$ cat config.mk
export PLATFORM = sky130hd
export DESIGN_NAME = sfdl_top
export DESIGN_NICKNAME = d
export VERILOG_FILES = /design/src/hdl/sfdl_glitch_filter.v /design/src/hdl/sfdl_top.v
export VERILOG_INCLUDE_DIRS = /design/src /design/src/common
export SDC_FILE = /design/constraint.sdc
export NUM_CORES = 2
export LEC_CHECK = 0
export BUFFER_PORTS_ARGS = -buffer_cell sky130_fd_sc_hd__buf_4
export CAP_MARGIN = 20
export CORE_ASPECT_RATIO = 0.8
export CORE_MARGIN = 1.5
export CORE_UTILIZATION = 56
export DETAILED_ROUTE_END_ITERATION = 10
export HOLD_SLACK_MARGIN = 0.06
export PLACE_DENSITY = 0.83
export SLEW_MARGIN = 30
export SYNTH_ARGS = -nofsm -noshare
export SYNTH_HDL_FRONTEND = slang
export SYNTH_SLANG_ARGS = --single-unit
$ cat constraint.sdc
create_clock -name clk_i -period 4.42 [get_ports clk_i]
set_input_delay 0 -clock clk_i [delete_from_list [all_inputs] [get_ports clk_i]]
set_output_delay 0 -clock clk_i [all_outputs]
set_load 0.1 [all_outputs]
$ cat src/common/sfdl_consts.vh
// Constants for the supply fault detector digital block: register map,
// field positions, reset values and glitch filter timing.
// Assumes a 100 MHz block clock and a 32-bit Wishbone register port.
`ifndef SFDL_CONSTS_VH
`define SFDL_CONSTS_VH

// Register byte offsets
`define SFDL_CH_CFG_BASE   8'h00
`define SFDL_CH_TH_BASE    8'h40
`define SFDL_STATUS        8'h80
`define SFDL_INT_STAT      8'h84
`define SFDL_INT_MASK      8'h88

// Channel config fields
`define SFDL_CFG_MODE_LSB  0
`define SFDL_CFG_RANGE_LSB 2
`define SFDL_CFG_DIG_BIT   4
`define SFDL_CFG_GF_LSB    8
`define SFDL_CFG_HYS_LSB   16
`define SFDL_CFG_WMASK     32'h001f7f1f
`define SFDL_CFG_RST       32'h00000000

// Threshold fields
`define SFDL_TH_UV_LSB     0
`define SFDL_TH_OV_LSB     8
`define SFDL_TH_RST        16'h0000

// Status and interrupt layout: detectors low, logic inputs from bit 16
`define SFDL_STAT_DIG_LSB  16

// Fault modes
`define SFDL_MODE_OFF      2'h0
`define SFDL_MODE_UV       2'h1
`define SFDL_MODE_OV       2'h2
`define SFDL_MODE_WIN      2'h3

// Input ranges
`define SFDL_RNG_LOW       2'h0
`define SFDL_RNG_MID       2'h1
`define SFDL_RNG_HIGH      2'h2
`define SFDL_RNG_VHIGH     2'h3

// Threshold code ceiling
`define SFDL_CODE_MAX      8'hff

// Glitch filter timing
`define SFDL_CLK_PERIOD_NS 10
`define SFDL_NS_PER_US     1000
`define SFDL_GF_MAX_US     7'h64
`define SFDL_GF_CYC_PER_US (`SFDL_NS_PER_US / `SFDL_CLK_PERIOD_NS)
`define SFDL_GF_CNT_W      14

`endif

$ cat src/hdl/sfdl_glitch_filter.v
// Glitch filter: one raw level in, one filtered level out.
// Assumes raw_i is already synchronous to clk_i.
`timescale 1ns/1ps
`default_nettype none

module sfdl_glitch_filter #(
	parameter CNT_W = 14
) (
	// Clock and reset
	input  wire             clk_i,
	input  wire             rst_i,
	// Raw level and timeout in cycles
	input  wire             raw_i,
	input  wire [CNT_W-1:0] limit_i,
	// Filtered level
	output wire             level_o
);

	reg             level_q;
	reg [CNT_W-1:0] cnt_q;
	wire [CNT_W-1:0] cnt_inc = cnt_q + {{(CNT_W-1){1'b0}}, 1'b1};

	assign level_o = level_q;

	// Counter restarts whenever raw falls back to the committed level
	always @(posedge clk_i) begin
		if (rst_i) begin
			level_q <= 1'b0;
			cnt_q   <= {CNT_W{1'b0}};
		end else if (raw_i == level_q) begin
			cnt_q <= {CNT_W{1'b0}};
		end else if (cnt_inc >= limit_i) begin
			level_q <= raw_i;
			cnt_q   <= {CNT_W{1'b0}};
		end else begin
			cnt_q <= cnt_inc;
		end
	end

endmodule

`default_nettype wire

$ cat src/hdl/sfdl_top.v
// Digital side of a ten-channel supply fault detector bank.
// Assumes analog comparators outside, steered by the level codes driven
// here; their outputs and the logic pins are asynchronous to clk_i.
`timescale 1ns/1ps
`default_nettype none
`include "sfdl_consts.vh"

module sfdl_top #(
	parameter NCH        = 10,
	parameter NDED       = 5,
	parameter NDUAL      = 5,
	parameter CYC_PER_US = `SFDL_GF_CYC_PER_US,
	parameter CNT_W      = `SFDL_GF_CNT_W
) (
	// Clock and reset
	input  wire               clk_i,
	input  wire               rst_i,
	// Wishbone slave
	input  wire               wb_cyc_i,
	input  wire               wb_stb_i,
	input  wire               wb_we_i,
	input  wire [7:0]         wb_adr_i,
	input  wire [3:0]         wb_sel_i,
	input  wire [31:0]        wb_dat_i,
	output wire [31:0]        wb_dat_o,
	output wire               wb_ack_o,
	// Comparator results and logic pins
	input  wire [NCH-1:0]     uv_cmp_i,
	input  wire [NCH-1:0]     ov_cmp_i,
	input  wire [NDUAL-1:0]   dual_function_input_i,
	// Comparator steering
	output wire [NCH*8-1:0]   uv_level_o,
	output wire [NCH*8-1:0]   ov_level_o,
	output wire [NCH*2-1:0]   range_sel_o,
	output wire [NDUAL-1:0]   warn_route_o,
	// Results
	output wire [NCH-1:0]     det_flag_o,
	output wire [NDUAL-1:0]   dig_level_o,
	output wire               irq_o
);

	// Register file
	reg [31:0]      cfg_q [0:NCH-1];
	reg [15:0]      th_q  [0:NCH-1];
	reg [NCH-1:0]   ist_det_q;
	reg [NDUAL-1:0] ist_dig_q;
	reg [NCH-1:0]   msk_det_q;
	reg [NDUAL-1:0] msk_dig_q;
	reg [31:0]      dat_q;
	reg             ack_q;
	reg             irq_q;

	// Synchronisers
	reg [NCH-1:0]   uv_s1_q;
	reg [NCH-1:0]   uv_s2_q;
	reg [NCH-1:0]   ov_s1_q;
	reg [NCH-1:0]   ov_s2_q;
	reg [NDUAL-1:0] dl_s1_q;
	reg [NDUAL-1:0] dl_s2_q;

	// Filtered and registered results
	wire [NCH-1:0]   uv_f;
	wire [NCH-1:0]   ov_f;
	wire [NDUAL-1:0] dl_f;
	reg  [NCH-1:0]   det_q;
	reg  [NDUAL-1:0] dig_q;
	wire [NCH-1:0]   det_d;
	wire [NDUAL-1:0] dig_d;
	wire [NCH*2-1:0] rng_eff;
	wire [NCH*CNT_W-1:0] lim_all;

	// Bus decode
	wire       req    = wb_cyc_i & wb_stb_i & ~ack_q;
	wire       wr     = req & wb_we_i;
	wire [5:0] widx   = wb_adr_i[7:2];
	wire [3:0] chidx  = wb_adr_i[5:2];
	wire       in_cfg = (wb_adr_i[7:6] == `SFDL_CH_CFG_BASE >> 6) && (chidx < NCH);
	wire       in_th  = (wb_adr_i[7:6] == `SFDL_CH_TH_BASE >> 6) && (chidx < NCH);

	assign wb_dat_o     = dat_q;
	assign wb_ack_o     = ack_q;
	assign irq_o        = irq_q;
	assign det_flag_o   = det_q;
	assign dig_level_o  = dig_q;

	// Byte-lane merge of a write into an old value
	function [31:0] merge;
		input [31:0] old;
		input [31:0] nw;
		input [3:0]  sel;
		integer b;
		begin
			merge = old;
			for (b = 0; b < 4; b = b + 1) begin
				if (sel[b])
					merge[b*8 +: 8] = nw[b*8 +: 8];
			end
		end
	endfunction

	// Dual input j watches dedicated channel j+1, the last one channel 0
	function integer map_ch;
		input integer j;
		begin
			map_ch = (j == NDUAL - 1) ? 0 : j + 1;
		end
	endfunction

	// Lane-masked write data and clear pattern for status
	wire [31:0] wmrg = merge(32'h00000000, wb_dat_i, wb_sel_i);
	// Merged words for the narrow registers, cut to width at the write
	wire [31:0] th_mrg   = merge({16'h0000, th_q[chidx]}, wb_dat_i, wb_sel_i);
	wire [31:0] mskd_mrg = merge({{(32-NCH){1'b0}}, msk_det_q}, wb_dat_i, wb_sel_i);
	wire [31:0] mskg_mrg = merge({{(32-NDUAL){1'b0}}, msk_dig_q},
		wb_dat_i >> `SFDL_STAT_DIG_LSB, wb_sel_i >> 2);

	// Two-flop synchronisers for the comparator results and logic pins
	always @(posedge clk_i) begin
		if (rst_i) begin
			uv_s1_q <= {NCH{1'b0}};
			uv_s2_q <= {NCH{1'b0}};
			ov_s1_q <= {NCH{1'b0}};
			ov_s2_q <= {NCH{1'b0}};
			dl_s1_q <= {NDUAL{1'b0}};
			dl_s2_q <= {NDUAL{1'b0}};
		end else begin
			uv_s1_q <= uv_cmp_i;
			uv_s2_q <= uv_s1_q;
			ov_s1_q <= ov_cmp_i;
			ov_s2_q <= ov_s1_q;
			dl_s1_q <= dual_function_input_i;
			dl_s2_q <= dl_s1_q;
		end
	end

	genvar i;
	generate
		for (i = 0; i < NCH; i = i + 1) begin : g_ch
			wire [6:0]       gus_raw = cfg_q[i][`SFDL_CFG_GF_LSB +: 7];
			wire [6:0]       gus     = (gus_raw > `SFDL_GF_MAX_US) ? `SFDL_GF_MAX_US : gus_raw;
			wire [31:0]      prod    = gus * CYC_PER_US;
			wire [CNT_W-1:0] lim     = prod[CNT_W-1:0];
			wire [1:0]       mode    = cfg_q[i][`SFDL_CFG_MODE_LSB +: 2];
			wire [1:0]       rq      = cfg_q[i][`SFDL_CFG_RANGE_LSB +: 2];
			wire [4:0]       hys     = cfg_q[i][`SFDL_CFG_HYS_LSB +: 5];
			wire [7:0]       uv_th   = th_q[i][`SFDL_TH_UV_LSB +: 8];
			wire [7:0]       ov_th   = th_q[i][`SFDL_TH_OV_LSB +: 8];
			wire [8:0]       uv_sum  = {1'b0, uv_th} + {4'h0, hys};
			wire [7:0]       uv_hys  = uv_sum[8] ? `SFDL_CODE_MAX : uv_sum[7:0];
			wire [7:0]       ov_hys  = (ov_th > {3'h0, hys}) ? ov_th - {3'h0, hys} : 8'h00;
			reg  [7:0]       uv_lvl_q;
			reg  [7:0]       ov_lvl_q;
			reg  [1:0]       rng_q;
			reg              det_c;

			sfdl_glitch_filter #(
				.CNT_W   (CNT_W)
			) u_gf_uv (
				.clk_i   (clk_i),
				.rst_i   (rst_i),
				.raw_i   (uv_s2_q[i]),
				.limit_i (lim),
				.level_o (uv_f[i])
			);

			sfdl_glitch_filter #(
				.CNT_W   (CNT_W)
			) u_gf_ov (
				.clk_i   (clk_i),
				.rst_i   (rst_i),
				.raw_i   (ov_s2_q[i]),
				.limit_i (lim),
				.level_o (ov_f[i])
			);

			always @* begin
				case (mode)
					`SFDL_MODE_UV:  det_c = uv_f[i];
					`SFDL_MODE_OV:  det_c = ov_f[i];
					`SFDL_MODE_WIN: det_c = uv_f[i] | ov_f[i];
					default:        det_c = 1'b0;
				endcase
			end
			assign det_d[i] = det_c;
			assign lim_all[i*CNT_W +: CNT_W] = lim;

			// Allowed ranges differ per input kind
			if (i == 0) begin : g_vh
				assign rng_eff[i*2 +: 2] = (rq < `SFDL_RNG_HIGH) ? `SFDL_RNG_HIGH : rq;
			end else if (i < NDED) begin : g_vp
				assign rng_eff[i*2 +: 2] = (rq == `SFDL_RNG_VHIGH) ? `SFDL_RNG_HIGH : rq;
			end else begin : g_vx
				// Warning detector borrows the range of the input it now watches
				assign rng_eff[i*2 +: 2] = cfg_q[i][`SFDL_CFG_DIG_BIT] ?
					rng_eff[map_ch(i - NDED)*2 +: 2] : `SFDL_RNG_LOW;
			end

			// Release level moves only while the fault is held
			always @(posedge clk_i) begin
				if (rst_i) begin
					uv_lvl_q <= 8'h00;
					ov_lvl_q <= 8'h00;
					rng_q    <= `SFDL_RNG_LOW;
				end else begin
					uv_lvl_q <= uv_f[i] ? uv_hys : uv_th;
					ov_lvl_q <= ov_f[i] ? ov_hys : ov_th;
					rng_q    <= rng_eff[i*2 +: 2];
				end
			end
			assign uv_level_o[i*8 +: 8]  = uv_lvl_q;
			assign ov_level_o[i*8 +: 8]  = ov_lvl_q;
			assign range_sel_o[i*2 +: 2] = rng_q;
		end

		for (i = 0; i < NDUAL; i = i + 1) begin : g_dual
			reg route_q;

			sfdl_glitch_filter #(
				.CNT_W   (CNT_W)
			) u_gf_dig (
				.clk_i   (clk_i),
				.rst_i   (rst_i),
				.raw_i   (dl_s2_q[i]),
				.limit_i (lim_all[(NDED+i)*CNT_W +: CNT_W]),
				.level_o (dl_f[i])
			);

			// Logic level exists only while the pin is in logic mode
			assign dig_d[i] = dl_f[i] & cfg_q[NDED+i][`SFDL_CFG_DIG_BIT];

			always @(posedge clk_i) begin
				if (rst_i)
					route_q <= 1'b0;
				else
					route_q <= cfg_q[NDED+i][`SFDL_CFG_DIG_BIT];
			end
			assign warn_route_o[i] = route_q;
		end
	endgenerate

	// Results, sticky events and interrupt
	wire [NCH-1:0]   ev_det  = det_d & ~det_q;
	wire [NDUAL-1:0] ev_dig  = dig_d ^ dig_q;
	wire             ist_wr  = wr && (wb_adr_i == `SFDL_INT_STAT);
	wire [NCH-1:0]   clr_det = ist_wr ? wmrg[NCH-1:0] : {NCH{1'b0}};
	wire [NDUAL-1:0] clr_dig = ist_wr ? wmrg[`SFDL_STAT_DIG_LSB +: NDUAL] : {NDUAL{1'b0}};

	always @(posedge clk_i) begin
		if (rst_i) begin
			det_q     <= {NCH{1'b0}};
			dig_q     <= {NDUAL{1'b0}};
			ist_det_q <= {NCH{1'b0}};
			ist_dig_q <= {NDUAL{1'b0}};
			irq_q     <= 1'b0;
		end else begin
			det_q     <= det_d;
			dig_q     <= dig_d;
			// A new event beats a clear in the same cycle
			ist_det_q <= (ist_det_q & ~clr_det) | ev_det;
			ist_dig_q <= (ist_dig_q & ~clr_dig) | ev_dig;
			irq_q     <= |(ist_det_q & msk_det_q) | |(ist_dig_q & msk_dig_q);
		end
	end

	// Register writes
	integer k;
	always @(posedge clk_i) begin
		if (rst_i) begin
			for (k = 0; k < NCH; k = k + 1) begin
				cfg_q[k] <= `SFDL_CFG_RST;
				th_q[k]  <= `SFDL_TH_RST;
			end
			msk_det_q <= {NCH{1'b0}};
			msk_dig_q <= {NDUAL{1'b0}};
		end else if (wr) begin
			if (in_cfg) begin
				cfg_q[chidx] <= merge(cfg_q[chidx], wb_dat_i, wb_sel_i) & `SFDL_CFG_WMASK;
				// Logic mode is meaningless on dedicated inputs
				if (chidx < NDED)
					cfg_q[chidx][`SFDL_CFG_DIG_BIT] <= 1'b0;
			end
			if (in_th)
				th_q[chidx] <= th_mrg[15:0];
			if (wb_adr_i == `SFDL_INT_MASK) begin
				msk_det_q <= mskd_mrg[NCH-1:0];
				msk_dig_q <= mskg_mrg[NDUAL-1:0];
			end
		end
	end

	// Read mux, answered one cycle after the request is seen
	reg [31:0] rd_c;
	always @* begin
		rd_c = 32'h00000000;
		if (in_cfg)
			rd_c = cfg_q[chidx];
		else if (in_th)
			rd_c = {16'h0000, th_q[chidx]};
		else begin
			case (widx)
				`SFDL_STATUS >> 2: begin
					rd_c[NCH-1:0] = det_q;
					rd_c[`SFDL_STAT_DIG_LSB +: NDUAL] = dig_q;
				end
				`SFDL_INT_STAT >> 2: begin
					rd_c[NCH-1:0] = ist_det_q;
					rd_c[`SFDL_STAT_DIG_LSB +: NDUAL] = ist_dig_q;
				end
				`SFDL_INT_MASK >> 2: begin
					rd_c[NCH-1:0] = msk_det_q;
					rd_c[`SFDL_STAT_DIG_LSB +: NDUAL] = msk_dig_q;
				end
				default: rd_c = 32'h00000000;
			endcase
		end
	end

	always @(posedge clk_i) begin
		if (rst_i) begin
			ack_q <= 1'b0;
			dat_q <= 32'h00000000;
		end else begin
			ack_q <= req;
			if (req && !wb_we_i)
				dat_q <= rd_c;
		end
	end

endmodule

`default_nettype wire

# Yosys cells after proc, flatten, opt, wreduce, memory -nomap -nowiden
# Memory sizes are Yosys's and may differ from the RTL's.
# Index checks and enable logic that the tools add are counted.
op_classes:
  n_eq_ne: 65
  reduce_logical: 68
  n_lt_le_gt_ge: 48
  n_bitwise: 62
  add_sub_neg: 45
  multipliers: 10
  mux: 110
ops:
  columns: ["op", "count"]
  rows:
  - ["14-bit by 1-bit adder with 14-bit output (second input constant)", 25]
  - ["14-bit greater-or-equal comparator", 25]
  - ["8-bit two-way mux", 43]
  - ["7-bit by 5-bit multiplier with 12-bit output (second input constant)", 10]
  - ["7-bit two-way mux", 14]
  - ["8-bit by 5-bit adder with 9-bit output", 10]
  - ["8-bit by 5-bit greater-than comparator with 1-bit output", 10]
  - ["8-bit by 5-bit subtractor with 8-bit output", 10]
  - ["3-bit OR reduction", 25]
  - ["7-bit greater-than comparator (second input constant)", 10]
  - ["5-bit two-way mux", 10]
  - ["2-bit AND reduction", 25]
  - ["2-bit equality test (second input constant)", 24]
  - ["32-bit two-way mux", 1]
  - ["1-bit NOT", 31]
  - ["10-bit bitwise AND", 3]
  - ["1-bit case mux with 3 select lines", 10]
  - ["10-bit case mux with 3 select lines", 1]
  - ["1-bit equality test", 25]
  - ["2-bit by 1-bit equality test with 1-bit output (second input constant)", 11]
  - ["21-bit two-way mux", 1]
  - ["10-bit NOT", 2]
  - ["6-bit equality test (second input constant)", 3]
  - ["1-bit two-way mux", 17]
  - ["26 further kinds", 62]
word_totals:
  inputBits: 74
  ramBits: 330
  elab_cells: 511
  output_inout_bits: 234
  mem_count: 2
  reg_bits: 689
memory_table:
  columns: ["memory", "words", "width", "read_ports", "rd_ports_with_merged_regs", "write_ports", "line", "rtl"]
  rows:
  - ["cfg_q", 10, 17, 11, 0, 10, "sfdl_top.v:43", "reg [31:0] cfg_q [0:NCH-1];"]
  - ["th_q", 10, 16, 11, 0, 10, "sfdl_top.v:44", "reg [15:0] th_q [0:NCH-1];"]

# Longest topological paths before layout
logic_depth:
  ltp_word: 9
  mapped_depth: 23
  mapped_depth_nobuf: 21

# By module
# A second synthesis with hierarchy kept.
unflattened:
  cells_unflattened: 6657
  hier_area_um2: 68729.7
modules_own_cells:
  columns: ["mod", "area_each_um2", "n_inst", "cells_per_inst"]
  rows:
  - ["sfdl_top", 43549.3, 1, 3757]
  - ["sfdl_glitch_filter", 1007.2, 25, 116]

# Worst setup path before layout
# Ideal clock, no wire load.
synth_path:
  path_type: "reg-to-reg"
  start: "mem cfg_q[6][6] (netlist name)"
  end: "reg g_dual[1].u_gf_dig.cnt_q[13]"
  required_time_ps: 4353
  slack_ps: -418
  stages_incl_launch_ff: 20
  setup_time_ps: 67
  n_path_buf: 1
  arrival_ps: 4771
  path_cell_list: "edfxtp_1 -> o21ai_0 -> a21oi_1 -> or2_2 -> ha_1 -> ha_1 -> fa_1 -> ha_1 -> a21oi_1 -> o21a_1 -> nand2_1 -> ha_1 -> a2111o_1 -> a2111oi_2 -> o211ai_1 -> a41oi_2 -> a211oi_1 -> or3_4 -> buf_6 -> a21oi_2"
synth_lines:
  columns: ["item", "line", "rtl"]
  rows:
  - ["from (decl)", "sfdl_top.v:43", null]
  - ["to (signal assigned)", "sfdl_glitch_filter.v:29", "cnt_q <= {CNT_W{1'b0}};"]
  - ["to (signal assigned)", "sfdl_glitch_filter.v:31", "cnt_q <= {CNT_W{1'b0}};"]
  - ["to (signal assigned)", "sfdl_glitch_filter.v:34", "cnt_q <= {CNT_W{1'b0}};"]
  - ["to (decl)", "sfdl_glitch_filter.v:20", "reg [CNT_W-1:0] cnt_q;"]

==> flow_summary.json <==
{
  "start_util_pct": 56.4,
  "arrival_ns": 5.56,
  "seq_area_frac_synth_pct": 44.8,
  "nFillCells": 7726,
  "synth_edf_count": 528,
  "grtUsageTotal_pct": 33.5,
  "worst_slew_pin_slew_ns": 1.05,
  "syn_area_sq_mm": 0.0657,
  "finalCritPeriodShare_pct": 110,
  "p_total_mw": 26.9,
  "wire_per_inst_um": 23.8,
  "nNetsFinal": 7841,
  "grt_max_degree": 99,
  "maxSlewViolCount": 0,
  "root_buffer": "clkbuf_16",
  "final_hold_viol_count": 0,
  "die-area_sq_mm": 0.119,
  "final_core_util_pct": 69.7,
  "dr.pass1.iters": 10,
  "yosys-top-cells-area": "edfxtp_1 (24%), dfxtp_1 (21%), ha_1 (12%), mux4_2 (5.7%), nor2_1 (4.6%)",
  "viasPerCell": 6.14,
  "critPathRequiredTime_ns": 5.12,
  "crit_chain": "o21ai_2, a21oi_2, nand2b_1, inv_2, ha_1, ha_1, ha_1, fa_2, a21oi_4, o21a_1, nand2_2, ha_4, nand2_2, a21oi_2, a221oi_2, a32oi_1, or2_1, maj3_2, a2111o_1, buf_6, nor2b_2",
  "outcome": "complete, but fails checks",
  "io_pins": 308,
  "clkSlewWorstSetupHoldPaths_ns": 0.06,
  "p_per_area_mw_per_mm2": 332,
  "max_stage_delay_ns": 0.46,
  "clkSinkCount": 1206,
  "worst_clock_skew_ns": 0.0783,
  "cpMaxStageDelayCell": "a2111o_1",
  "core_area_sq_mm": 0.116,
  "yosys_warnings": 0,
  "synthFlopType": "dfxtp_1",
  "cap_violations": 0,
  "seqCellArea_sq_mm": 0.0294,
  "antenna_found_initial": 20,
  "syn_inst": 6209,
  "pre_cts_slack_ns": -0.453,
  "postRouteAntennaNets": 0,
  "routed_wl_mm": 209,
  "fin_ws_ns": -0.438,
  "ys_ff_latch": 1206,
  "critPathBufInv": 2,
  "period_minus_slack_ns": 4.86,
  "grt_pass1_wl_mm": 305,
  "grt_overflow_total": 0,
  "multi_input_area_sq_mm": 0.0380,
  "vdd_drop_max_v": 0.000428,
  "rsz0062_at_grt": "yes",
  "cts_tree": "built",
  "cp_top_family": "adder cells",
  "crit_top_cell": "ha_1",
  "die_w_um": 386,
  "gp_congestion": 0.992,
  "cts_inserted_buffers": 116,
  "rows": 112,
  "max_slew_margin_pct": 30.3,
  "setup-tns-final_ns": -41.50,
  "synthArstFlopShare_pct": 0,
  "synth_largest_area_cell": "edfxtp_1",
  "die_h_um": 309,
  "clk_path_buf_depth": 3,
  "path_max_fanout": 8,
  "vias": 53800,
  "synth.top_cell.area_share_pct": 24.1,
  "worstSetupPathType": "reg2reg",
  "yosysUniqueCellTypes": 105,
  "clk_latency_ns": 0.81,
  "area_growth_pct": 23.5,
  "fmax_mhz": 206,
  "htreeDepth": 3,
  "leakagePower_nw": 33.1,
  "drc_errors": 0,
  "violations": "setup timing",
  "critical_path.endpoint_type": "flip-flop",
  "drive_gt1_share_pct": 22.5,
  "syn_area_per_cell_sq_um": 10.6,
  "dp_hpwl_mm": 147,
  "startpoint_type": "flip-flop",
  "dr.first_iter.drc_count": 6190,
  "grt_pass1_vias": 52700,
  "io_buffers": 284,
  "setup_viol_count_final": 258,
  "hold_class": "in2reg"
}
[worst min-delay path, stage by stage]
cell and delay [ns]:
dlygate4sd3_1 0.55, buf_4 0.13, nor2b_1 0.16
[placed cells by master (no fill, tap or decap), drive strengths merged, types with 165 or more instances in the layout]
cell type,synthesis,final
xnor2,313,313
nand3,202,203
nor2b,222,222
conb,1,214
dfxtp,678,678
a21oi,224,224
ha,610,610
buf,91,672
mux4,165,165
nor2,807,807
inv,321,342
edfxtp,528,528
o21ai,218,218
nand2,383,383
[final cells by class]
type | count | area share (%)
timing repair buffer | 795 | 8.13
clock inverter | 74 | 0.920
inverter | 321 | 1.49
tap | 1539 | 2.37
antenna | 12 | 0.0370
clock buffer | 145 | 4.00
multi-input combinational | 4677 | 46.8
sequential | 1206 | 36.2
[power breakdown]
group	total (mW)	switching (mW)	internal (mW)
logic	4.41	2.68	1.73
registers	12.1	0.223	11.9
clock network	10.4	4.76	5.66
total	26.9	7.67	19.3
[layer usage]
metal	track usage (%)	wire, um
met2	51.5	92100
met3	11.9	28000
met1	42.2	76400
met4	16.0	12100
met5	0	110
[cell families (layout without fill, tap and decap cells)]
| family | after synthesis | count (layout) | synth area share, % |
|---|---|---|---|
| simple gates | 2187 | 2190 | 16.2 |
| fa+ha+maj | 667 | 669 | 13.1 |
| mux | 255 | 255 | 7.42 |
| other cells | 1 | 226 | 0.00571 |
| buf+inv | 546 | 1335 | 3.52 |
| flops | 1206 | 1206 | 44.8 |
| xor+xnor | 458 | 458 | 6.10 |
| compound gates | 889 | 891 | 8.87 |
[timing repair]
| item | 4_1_cts | 5_1_grt |
|---|---|---|
| pin swaps | 204 | 210 |
| hold buffers | 120 | 0 |
| endpoints found under the setup margin | 333 | 354 |
| resized for setup | 262 | 302 |
| setup buffers | 63 | 32 |
| cloned | 11 | 3 |
| endpoints found under the hold margin | 417 | 0 |
[cells in the mapped netlist, types with 15 or more instances]
master,n
a211o_1,15
a211oi_1,59
a21boi_0,21
a21o_1,52
a21oi_1,221
a221oi_1,16
a22oi_1,37
a31o_2,15
a31oi_1,26
and2_1,65
and3_1,90
and4_1,24
buf_2,33
buf_4,29
buf_6,15
clkbuf_1,133
dfxtp_1,678
edfxtp_1,528
fa_1,40
ha_1,610
inv_1,320
mux2i_1,53
mux2i_4,16
mux4_2,165
nand2_1,380
nand2b_1,41
nand3_1,201
nand4_1,89
nor2_1,799
nor2b_1,211
nor3_1,97
nor3b_1,45
nor4_1,21
o211ai_1,34
o21a_1,37
o21ai_0,199
o21ai_1,19
o22ai_1,17
or2_2,30
or3_1,31
xnor2_1,313
xor2_1,145
[registers in the layout, indices dropped and copies added, names as in the netlist, 20 cells and up]
signal	count
cfg_q	272
th_q	256
g_ch.u_gf_ov.cnt_q	140
g_ch.u_gf_uv.cnt_q	140
g_ch.ov_lvl_q	80
g_ch.uv_lvl_q	80
g_dual.u_gf_dig.cnt_q	70
wb_dat_o	21
g_ch.rng_q	20
[worst paths after layout]
| path | from | to | slack (ns) | cells after the start |
|---|---|---|---|---|
| max | cfg_q[0][5]$_SDFFCE_PN0P_ | g_ch[0].u_gf_ov.cnt_q[9]$_SDFF_PP0_ | -0.44 | 21 |
| min | uv_cmp_i[3] | uv_s1_q[3]$_SDFF_PP0_ | 0.11 | 3 |
| max reg2reg | cfg_q[0][5]$_SDFFCE_PN0P_ | g_ch[0].u_gf_ov.cnt_q[9]$_SDFF_PP0_ | -0.44 | 21 |
| min reg2reg | g_ch[7].u_gf_uv.cnt_q[0]$_SDFF_PP0_ | g_ch[7].u_gf_uv.cnt_q[0]$_SDFF_PP0_ | 0.43 | 1 |
[through the flow]
step,area (sq um),instances,hold slack (ns)
6_report,81200,8769,0.113
5_1_grt,81200,8758,0.108
3_3_place_gp,72300,8321,0.216
4_1_cts,79500,8731,0.0744
2_1_floorplan,67000,6422,0.128
3_5_place_dp,72300,8321,0.218
No activity file was read; power rests on OpenSTA's default activity.
